### config.mk
export PLATFORM = sky130hd
export DESIGN_NAME = pci_bar_resource_decoder
export DESIGN_NICKNAME = d
export VERILOG_FILES = /design/src/pci_route_pkg.sv /design/src/route_if.sv /design/src/f1_route_decode.sv /design/src/pci_bar_resource_decoder.sv
export SDC_FILE = /design/constraint.sdc
export NUM_CORES = 1
export LEC_CHECK = 0
export ABC_AREA = 1
export BUFFER_PORTS_ARGS = -buffer_cell sky130_fd_sc_hd__buf_2
export CAP_MARGIN = 20
export CORE_MARGIN = 5
export CORE_UTILIZATION = 53
export DETAILED_ROUTE_END_ITERATION = 7
export PLACE_DENSITY_LB_ADDON = 0.08
export SETUP_SLACK_MARGIN = 0.15
export SLEW_MARGIN = 0
export SYNTH_ARGS = -nofsm -noshare
export SYNTH_HDL_FRONTEND = slang
export SYNTH_SLANG_ARGS = --single-unit
### constraint.sdc
create_clock -name clock_i -period 1.6 [get_ports clock_i]
set_input_delay 0.16 -clock clock_i [delete_from_list [all_inputs] [get_ports clock_i]]
set_output_delay 0.16 -clock clock_i [all_outputs]
set_load 0.1 [all_outputs]
### src/pci_route_pkg.sv
/*
  constants and types for the pci bar resource decoder.
  assumes a single pci clock domain; no other files needed.
*/
`default_nettype none

package pci_route_pkg;

  // ==========================================================
  // bar indices
  typedef logic [2:0] bar_t;
  localparam bar_t BAR0 = 3'h0;
  localparam bar_t BAR1 = 3'h1;
  localparam bar_t BAR2 = 3'h2;
  localparam bar_t BAR3 = 3'h3;
  localparam bar_t BAR4 = 3'h4;
  localparam bar_t BAR5 = 3'h5;

  // ==========================================================
  // operating mode codes
  typedef logic [2:0] mode_t;
  localparam mode_t MODE_000 = 3'h0;
  localparam mode_t MODE_001 = 3'h1;
  localparam mode_t MODE_010 = 3'h2;
  localparam mode_t MODE_011 = 3'h3;
  localparam mode_t MODE_100 = 3'h4;
  localparam mode_t MODE_101 = 3'h5;

  // ==========================================================
  // resource targets
  typedef enum logic [2:0] {
    TGT_NONE    = 3'b000,
    TGT_UART    = 3'b001,
    TGT_LCR     = 3'b010,
    TGT_LBUS    = 3'b011,
    TGT_PP_BASE = 3'b100,
    TGT_PP_EXT  = 3'b101
  } target_e;

  // ==========================================================
  // offset fields
  localparam int OFS_W       = 12;
  localparam int RES_OFS_W   = 8;
  localparam int UREG_W      = 3;
  localparam int CHAN_W      = 2;
  localparam int IO_CH_LSB   = 3;
  localparam int MEM_CH_LSB  = 5;
  localparam int MEM_REG_LSB = 2;
  localparam int MEM_SEL_BIT = 7;
  typedef logic [CHAN_W-1:0] chan_t;

endpackage

`default_nettype wire

### src/route_if.sv
/*
  carrier between the top decoder and the function-1 decoder.
  assumes both ends sit in the same clock domain.
*/
`default_nettype none

interface route_if;
  pci_route_pkg::bar_t                          bar;
  logic                                         is_io;
  logic [pci_route_pkg::RES_OFS_W-1:0]          offset;
  pci_route_pkg::mode_t                         mode;
  logic                                         hit;
  pci_route_pkg::target_e                       target;
  logic [pci_route_pkg::RES_OFS_W-1:0]          res_offset;

  modport requester (output bar, output is_io, output offset, output mode,
                     input hit, input target, input res_offset);
  modport decoder   (input bar, input is_io, input offset, input mode,
                     output hit, output target, output res_offset);
endinterface

`default_nettype wire

### src/f1_route_decode.sv
/*
  combinational bar decode for function 1 (local bus or parallel port).
  assumes the caller registers the result.
*/
`default_nettype none

module f1_route_decode (
  route_if.decoder rt
);

  logic lbus;
  logic ppt;

  // ==========================================================
  // mode classes
  assign lbus = (rt.mode == pci_route_pkg::MODE_000) ||
                (rt.mode == pci_route_pkg::MODE_011) ||
                (rt.mode == pci_route_pkg::MODE_100); // RULE9
  assign ppt  = (rt.mode == pci_route_pkg::MODE_001) ||
                (rt.mode == pci_route_pkg::MODE_101);

  // ==========================================================
  // bar to resource
  always_comb begin
    rt.target = pci_route_pkg::TGT_NONE;
    unique case (rt.bar)
      pci_route_pkg::BAR0: begin
        if (lbus && rt.is_io) rt.target = pci_route_pkg::TGT_LBUS; // RULE7
        else if (ppt && rt.is_io) rt.target = pci_route_pkg::TGT_PP_BASE; // RULE8
      end
      pci_route_pkg::BAR1: begin
        if (lbus && !rt.is_io) rt.target = pci_route_pkg::TGT_LBUS; // RULE7
        else if (ppt && rt.is_io) rt.target = pci_route_pkg::TGT_PP_EXT; // RULE8
      end
      pci_route_pkg::BAR2: begin
        if ((lbus || ppt) && rt.is_io) rt.target = pci_route_pkg::TGT_LCR; // RULE7
      end
      pci_route_pkg::BAR3: begin
        if ((lbus || ppt) && !rt.is_io) rt.target = pci_route_pkg::TGT_LCR; // RULE7
      end
      default: rt.target = pci_route_pkg::TGT_NONE; // RULE12
    endcase
  end

  assign rt.hit        = (rt.target != pci_route_pkg::TGT_NONE);
  assign rt.res_offset = rt.offset;

endmodule

`default_nettype wire

### src/pci_bar_resource_decoder.sv
/*
  steers pci target accesses that hit a bar window to an internal resource.
  assumes bar hit, space type and offset come from the pci target core,
  synchronous to clock_i, and that mode inputs are stable during use.
*/
`default_nettype none

// Overview of operation
// [RULE1] shared mode, function 0: bar 0 i/o and bar 1 memory reach the four serial channels.
// [RULE2] shared mode, function 0: bar 2 i/o and bar 3 memory reach the local config registers.
// [RULE3] per-channel mode, function 0: bars 0 to 3 are i/o windows of channels 0 to 3.
// [RULE4] per-channel mode, function 0: bar 4 is the i/o window of the local config registers.
// [RULE5] per-channel mode, function 0: bar 5 is one memory window for channels and registers.
// [RULE6] in the bar 5 window, offset bit 7 low picks channels and high picks registers.
// [RULE7] function 1 local bus: bar 0 i/o and bar 1 memory reach the bus; bars 2, 3 registers.
// [RULE8] function 1 parallel port: bar 0 is the base and bar 1 the extended port block.
// [RULE9] function 1 acts as the local bus in modes 000, 011 and 100.
// [RULE10] software assigns every implemented bar a correctly sized block before use.
// [RULE11] the mode picks the bar-to-resource map, so one bar index can reach different things.
// [RULE12] accesses to a bar unused in the active mode are not claimed.

module pci_bar_resource_decoder (
  input  wire logic                                clock_i,
  input  wire logic                                reset_i,
  input  wire logic                                ce_i,
  input  wire logic                                req_valid_i,
  input  wire logic                                req_func_i,
  input  wire logic [2:0]                          req_bar_i,
  input  wire logic                                req_io_i,
  input  wire logic [pci_route_pkg::OFS_W-1:0]     req_offset_i,
  input  wire logic [2:0]                          f0_mode_i,
  input  wire logic                                f0_unique_opt_i,
  input  wire logic [2:0]                          f1_mode_i,
  output logic                                     claim_o,
  output logic                                     miss_o,
  output pci_route_pkg::target_e                   target_o,
  output logic [pci_route_pkg::CHAN_W-1:0]         channel_o,
  output logic [pci_route_pkg::RES_OFS_W-1:0]      res_offset_o
);

  localparam int PAD_W = pci_route_pkg::RES_OFS_W - pci_route_pkg::UREG_W;

  logic                                 unique_bar;
  pci_route_pkg::target_e               f0_target;
  pci_route_pkg::chan_t                 f0_chan;
  logic [pci_route_pkg::RES_OFS_W-1:0]  f0_ofs;
  logic [pci_route_pkg::UREG_W-1:0]     io_reg;
  logic [pci_route_pkg::UREG_W-1:0]     mem_reg;
  pci_route_pkg::chan_t                 io_chan;
  pci_route_pkg::chan_t                 mem_chan;
  logic [pci_route_pkg::RES_OFS_W-1:0]  low_ofs;
  logic                                 take;
  logic                                 hit;

  logic                                 claim_q;
  logic                                 miss_q;
  pci_route_pkg::target_e               target_q;
  pci_route_pkg::chan_t                 channel_q;
  logic [pci_route_pkg::RES_OFS_W-1:0]  res_offset_q;

  route_if rt ();

  // ==========================================================
  // offset fields
  assign io_reg   = req_offset_i[pci_route_pkg::UREG_W-1:0];
  assign mem_reg  = req_offset_i[pci_route_pkg::MEM_REG_LSB +: pci_route_pkg::UREG_W];
  assign io_chan  = req_offset_i[pci_route_pkg::IO_CH_LSB +: pci_route_pkg::CHAN_W];
  assign mem_chan = req_offset_i[pci_route_pkg::MEM_CH_LSB +: pci_route_pkg::CHAN_W];
  assign low_ofs  = req_offset_i[pci_route_pkg::RES_OFS_W-1:0];
  assign take     = req_valid_i && ce_i;

  // ==========================================================
  // function 0 map selection
  assign unique_bar = (f0_mode_i == pci_route_pkg::MODE_011) ||
                      (((f0_mode_i == pci_route_pkg::MODE_100) ||
                        (f0_mode_i == pci_route_pkg::MODE_101)) && f0_unique_opt_i); // RULE11

  // ==========================================================
  // function 0 decode
  always_comb begin
    f0_target = pci_route_pkg::TGT_NONE;
    f0_chan   = '0;
    f0_ofs    = low_ofs;
    if (!unique_bar) begin
      unique case (req_bar_i)
        pci_route_pkg::BAR0: begin
          if (req_io_i) begin
            f0_target = pci_route_pkg::TGT_UART; // RULE1
            f0_chan   = io_chan;
            f0_ofs    = {{PAD_W{1'b0}}, io_reg};
          end
        end
        pci_route_pkg::BAR1: begin
          if (!req_io_i) begin
            f0_target = pci_route_pkg::TGT_UART; // RULE1
            f0_chan   = mem_chan;
            f0_ofs    = {{PAD_W{1'b0}}, mem_reg};
          end
        end
        pci_route_pkg::BAR2: begin
          if (req_io_i) f0_target = pci_route_pkg::TGT_LCR; // RULE2
        end
        pci_route_pkg::BAR3: begin
          if (!req_io_i) f0_target = pci_route_pkg::TGT_LCR; // RULE2
        end
        default: f0_target = pci_route_pkg::TGT_NONE; // RULE12
      endcase
    end else begin
      unique case (req_bar_i)
        pci_route_pkg::BAR0,
        pci_route_pkg::BAR1,
        pci_route_pkg::BAR2,
        pci_route_pkg::BAR3: begin
          if (req_io_i) begin
            f0_target = pci_route_pkg::TGT_UART; // RULE3
            f0_chan   = req_bar_i[pci_route_pkg::CHAN_W-1:0];
            f0_ofs    = {{PAD_W{1'b0}}, io_reg};
          end
        end
        pci_route_pkg::BAR4: begin
          if (req_io_i) f0_target = pci_route_pkg::TGT_LCR; // RULE4
        end
        pci_route_pkg::BAR5: begin
          if (!req_io_i) begin
            if (req_offset_i[pci_route_pkg::MEM_SEL_BIT]) begin
              f0_target = pci_route_pkg::TGT_LCR; // RULE6
            end else begin
              f0_target = pci_route_pkg::TGT_UART; // RULE5
              f0_chan   = mem_chan;
              f0_ofs    = {{PAD_W{1'b0}}, mem_reg};
            end
          end
        end
        default: f0_target = pci_route_pkg::TGT_NONE; // RULE12
      endcase
    end
  end

  // ==========================================================
  // function 1 decode
  assign rt.bar    = req_bar_i;
  assign rt.is_io  = req_io_i;
  assign rt.offset = low_ofs;
  assign rt.mode   = f1_mode_i;

  f1_route_decode u_f1 (
    .rt (rt)
  );

  assign hit = req_func_i ? rt.hit : (f0_target != pci_route_pkg::TGT_NONE); // RULE12

  // ==========================================================
  // handshake outputs
  always_ff @(posedge clock_i) begin
    if (reset_i) begin
      claim_q <= 1'b0;
      miss_q  <= 1'b0;
    end else if (ce_i) begin
      claim_q <= req_valid_i && hit;
      miss_q  <= req_valid_i && !hit; // RULE12
    end
  end

  // ==========================================================
  // routing data
  always_ff @(posedge clock_i) begin
    if (reset_i) begin
      target_q     <= pci_route_pkg::TGT_NONE;
      channel_q    <= '0;
      res_offset_q <= '0;
    end else if (take) begin
      if (req_func_i) begin
        target_q     <= rt.target;
        channel_q    <= '0;
        res_offset_q <= rt.res_offset;
      end else begin
        target_q     <= f0_target;
        channel_q    <= f0_chan;
        res_offset_q <= f0_ofs;
      end
    end
  end

  assign claim_o      = claim_q;
  assign miss_o       = miss_q;
  assign target_o     = target_q;
  assign channel_o    = channel_q;
  assign res_offset_o = res_offset_q;
endmodule

`default_nettype wire

== Word level (Yosys, flattened, before mapping) ==
Index checks and enable logic that the tools add are counted.

* Order comparisons: 0
* Muxes and demuxes: 35
* Div/mod/pow operators: 0
* Multipliers: 0
* Reduce and logical (&&, ||, !) cells: 22
* Bitwise operators: 0
* Add/subtract/negate cells: 0
* Eq/ne operators: 12
* Shift-type cells: 0

{| class="wikitable"
|+ Operators with widths
! operator !! count
|-
| $mux W8 || 6
|-
| $pmux W8 S2 || 2
|-
| $mux W2 || 13
|-
| $pmux W3 S4 || 2
|-
| $eq A3 B3 Y1 const B || 6
|-
| $mux W3 || 6
|-
| $eq A3 B2 Y1 const B || 4
|-
| $logic_and A1 B1 Y1 || 9
|-
| $pmux W3 S3 || 1
|-
| $pmux W2 S2 || 2
|-
| $eq A3 B1 Y1 const B || 2
|-
| $logic_not A3 Y1 || 2
|-
| $logic_or A1 B1 Y1 || 6
|-
| $reduce_bool A3 Y1 || 2
|-
| $reduce_or A4 Y1 || 1
|-
| $mux W1 || 3
|-
| $logic_not A1 Y1 || 2
|}

* Register bits after elaboration: 15
* Latch bits: 0
* Output and inout bits: 15
* Memories: 0
* Memory bits (writable): 0
* Bits in read-only memories: 0
* Logic and storage cells: 74
* Bits of input ports: 28

== Logic depth before layout (Yosys ltp) ==
* Depth in word-level cells: 11
* Depth in mapped cells: 12
* Gate-level depth less buffers: 11

== By module ==
From an unflattened synthesis, not the netlist that was laid out.

* Cell total of the unflattened synthesis: 178
* Area, all modules: 1127.3 um^2

{| class="wikitable"
|+ By module, submodules not included
! module !! area an instance (um^2) !! times used !! cells an instance !! seq. area each (um^2)
|-
| pci_bar_resource_decoder || 959.7 || 1 || 146 || 300.3
|-
| f1_route_decode || 167.7 || 1 || 32 || 0.0
|}

== Worst setup path after synthesis ==
OpenSTA, ideal clock, no wires.

* Path kind: reg2reg
* Start: reg res_offset_o[1] (netlist name)
* End: reg res_offset_q (netlist bit res_offset_o[1])
* Period minus slack after synthesis: 1391 ps
* Library setup time: 68 ps
* Buffers on the path: 0
* Cell stages (with the launch flop): 3
* Slack: 209 ps
* Required time: 1532 ps
* Arrival time: 1324 ps
* Cell sequence: dfxtp_1 > a22oi_1 > a21oi_2

{| class="wikitable"
|+ RTL lines
! what !! RTL line !! text
|-
| end signal, assigned || pci_bar_resource_decoder.sv:175 || <nowiki>res_offset_q <= rt.res_offset;</nowiki>
|-
| end signal, assigned || pci_bar_resource_decoder.sv:179 || <nowiki>res_offset_q <= f0_ofs;</nowiki>
|-
| end, declared || pci_bar_resource_decoder.sv:59 || <nowiki>logic [pci_route_pkg::RES_OFS_W-1:0] res_offset_q;</nowiki>
|}

== Worst setup path after layout ==
* Start: reg res_offset_q (netlist bit res_offset_o[4])
* End: out res_offset_o[4] in the netlist's numbering

{| class="wikitable"
|+ RTL lines
! what !! RTL line !! text
|-
| end, declared || pci_bar_resource_decoder.sv:38 || <nowiki>output logic [pci_route_pkg::RES_OFS_W-1:0] res_offset_o</nowiki>
|}

No word-level cell between the ends.

==> metrics.md <==
| Metric | Value |
|---|---|
| Main combinational cell family by area after synthesis | simple AND/OR/NAND/NOR gates |
| FFs w/ async S/R, synth | 0% |
| Slack of the critical path | 0.376 ns |
| DRC Markers | 0 |
| Core area | 2170 um^2 |
| Dominant cells by area after synthesis | dfxtp_1 25%, nand2_1 18%, nand3_1 7.2% |
| Synthesis-to-layout area growth | 18.4% |
| Status | finished, final reports clean |
| Mapped Area | 1190 um^2 |
| Syn_nets | 221 |
| Worst Path Buf+Inv | 1 |
| TritonRoute pass-1 iters | 4 |
| # rows | 17 |
| Vias post-DR | 1,379 |
| CP peak stage delay | 0.43 ns |
| Hold Violations, Final | 0 |
| Clock edge transition at the registers on the reported setup and hold paths | 0.09 ns |
| CTS sink count | 15 |
| Clock root buffer | clkbuf_4 |
| Vias in the first global route | 1,305 |
| DRT iter0 DRCs | 40 |
| Post-synthesis sequential area ratio | 25.2% |
| Critical path's slowest cell | buf_2 |
| Syn Inst Count | 193 |
| Layout filler cell count | 224 |
| CP Class | flop to primary output |
| Port Buffers | 38 |
| Dpl cells | 254 |
| Post-route ant nets | 0 |
| Chip height | 57.4 um |
| Final core occ | 64.9% |
| Clk buf depth | 2 |
| Grt total ovfl | 0 |
| Clk_lat worst skew | 0.28 ns |
| Post-DR vias/cell | 5.34 |
| Post-synth top area share | 25.2% |
| HP Class | input pin to flop |
| Worst endpoint required time | 1.44 ns |
| Unique masters post-synth | 31 |
| GPL Wtd Cong | 0.864 |
| DP Area | 1380 um^2 |
| RSZ-0062 raised after global routing | false |
| DPL Wire Length | 2.55 mm |
| Post-Route WL | 3.12 mm |
| WHS | 0.136 ns |
| Post-Synth Simple-Gate Area | 43.1% |
| Routed WL per cell | 12.1 um |
| H-tree depth | 1 |
| Main flop type after synthesis | dfxtp_1 |
| N_diodes | 0 |
| Setup Fix Bufs, Post-CTS | 0 |
| Antenna violations before repair | 0 |
| Post-Layout Inst Area | 1410 um^2 |
| Tightest Pin Transition | 0.492 ns |
| Yosys reg bits | 15 |
| Crit. End Element | primary output |
| Place WS | 0.216 ns |
| Final cell count without fillers | 258 |
| Initial Util | 54.8% |
| Compound-Gate Fraction of Synth Area | 19.7% |
| CTS Buf Count | 3 |
| CP Launch Type | flop |
| Tmin final | 1.22 ns |
| Peak Freq | 817 MHz |
| Die width | 57.4 um |
| Total I/O pin count | 43 |
| Yosys top cell by area | dfxtp_1 |
| Setup violators final | 0 |
| Crit Path Max Fanout | 2 |
| Final period util | 76.5% |
| Worst Path Arrival | 1.06 ns |
| Tot GR Track Use | 20.1% |
| Power Dens Cells | 696 nW/um^2 |
| Largest delay share family, worst path | buffers and inverters |
| Post-Synth Adder-Cell Area | 0% |
| Largest net degree at the start of global routing | 14 |
| Post-synthesis xor/xnor area fraction | 0% |
| EDFF count, synth | 0 |
| Max Slew Vio Count | 0 |
| Die area | 3290 um^2 |
| Power Total | 0.981 mW |
| Max-cap viol count | 0 |
| Fraction of layout instances using a drive strength above 1 | 29.1% |
| TritonCTS clock tree | built |
| Slew margin rel. | 67.4% |
| Critical Path, Cell by Cell | buf_2 |
| Layout Nets | 259 |
| Synth warn | 0 |
| Multiplexer share of the synthesized area | 0% |
| Syn avg cell area | 6.17 um^2 |
| # resized after CTS | 0 |
| Fin Clk Skew | 0 ns |
| Setup TNS | 0 ns |
| Hold_buf cts | 0 |
| Static leakage | 0.734 nW |
| Wire length of the first global-routing pass | 5.44 mm |
| Worst vdd ir | 0.000819 V |
-- cells in the mapped netlist (2+ instances only) --
| cell type | instances |
|---|---|
| dfxtp_1 | 15 |
| buf_2 | 2 |
| a21oi_2 | 3 |
| nand3_2 | 2 |
| nand4_1 | 2 |
| o21ai_1 | 3 |
| nor2_1 | 15 |
| inv_4 | 2 |
| a21oi_1 | 13 |
| nand3_1 | 17 |
| o21ai_0 | 10 |
| inv_2 | 3 |
| nand2_1 | 57 |
| a31oi_1 | 3 |
| buf_4 | 3 |
| a22oi_1 | 2 |
| nor2_2 | 3 |
| inv_1 | 19 |
| nand2_2 | 7 |
-- kinds of logic after synthesis --
kind of cell / count (synthesis)
compound gates: 39
buf+inv: 31
flops: 15
simple gates: 108
-- cell usage in the layout, fill, tap and decap left out, types with 2 or more instances in the layout --
master,count
clkbuf_4,3
a22oi_1,2
nand2_2,7
nand4_1,2
nand3_1,17
o21ai_1,3
nor2_2,3
dfxtp_1,15
o21ai_0,10
inv_4,2
inv_1,19
a31oi_1,3
inv_2,3
buf_4,2
nor2_1,15
nand3_2,2
nand2_1,57
buf_2,38
a21oi_1,13
a21oi_2,3
-- layout make-up --
class / instances / area (um^2) / area share [%]
clock buffers: 4 / 26.3 / 1.87
inverters: 24 / 95.1 / 6.75
multi-input cells: 147 / 747 / 53.0
flip-flops and latches: 15 / 300 / 21.3
well taps: 28 / 35.0 / 2.49
repair buffers: 40 / 205 / 14.6
-- layer usage --
layer	track usage (%)	share of wire, %	vias up
li1	-	-	707
met3	5.66	8.2	9
met4	7.62	2.5	0
met2	33.9	48	63
met1	24.1	41	600
met5	0	0	-
-- tightest hold or removal path, stage by stage --
cell and delay [ns]:
buf_2 0.09, o21ai_0 0.06, a31oi_1 0.07
-- sequential cells by signal, indices dropped and copies added, names as in the netlist --
register / count
res_offset_o: 8
target_o: 3
channel_o: 2
claim_o: 1
miss_o: 1
-- final timing paths --
path	slack (ns)	startpoint	endpoint	depth (start not counted)
worst max register to register	0.88	res_offset_o[5]$_SDFFE_PP0P_	res_offset_o[5]$_SDFFE_PP0P_	4
worst max-delay path	0.38	res_offset_o[4]$_SDFFE_PP0P_	res_offset_o[4]	1
worst min register to register	0.47	res_offset_o[6]$_SDFFE_PP0P_	res_offset_o[6]$_SDFFE_PP0P_	2
worst min-delay path	0.14	req_offset_i[0]	res_offset_o[0]$_SDFFE_PP0P_	3
-- where the power goes --
group | switching (mW) | internal [mW] | total [mW]
registers | 0.00711 | 0.390 | 0.397
clock network | 0.118 | 0.0968 | 0.215
logic | 0.279 | 0.0896 | 0.369
total | 0.404 | 0.576 | 0.981
No activity file was read; power rests on OpenSTA's default activity.
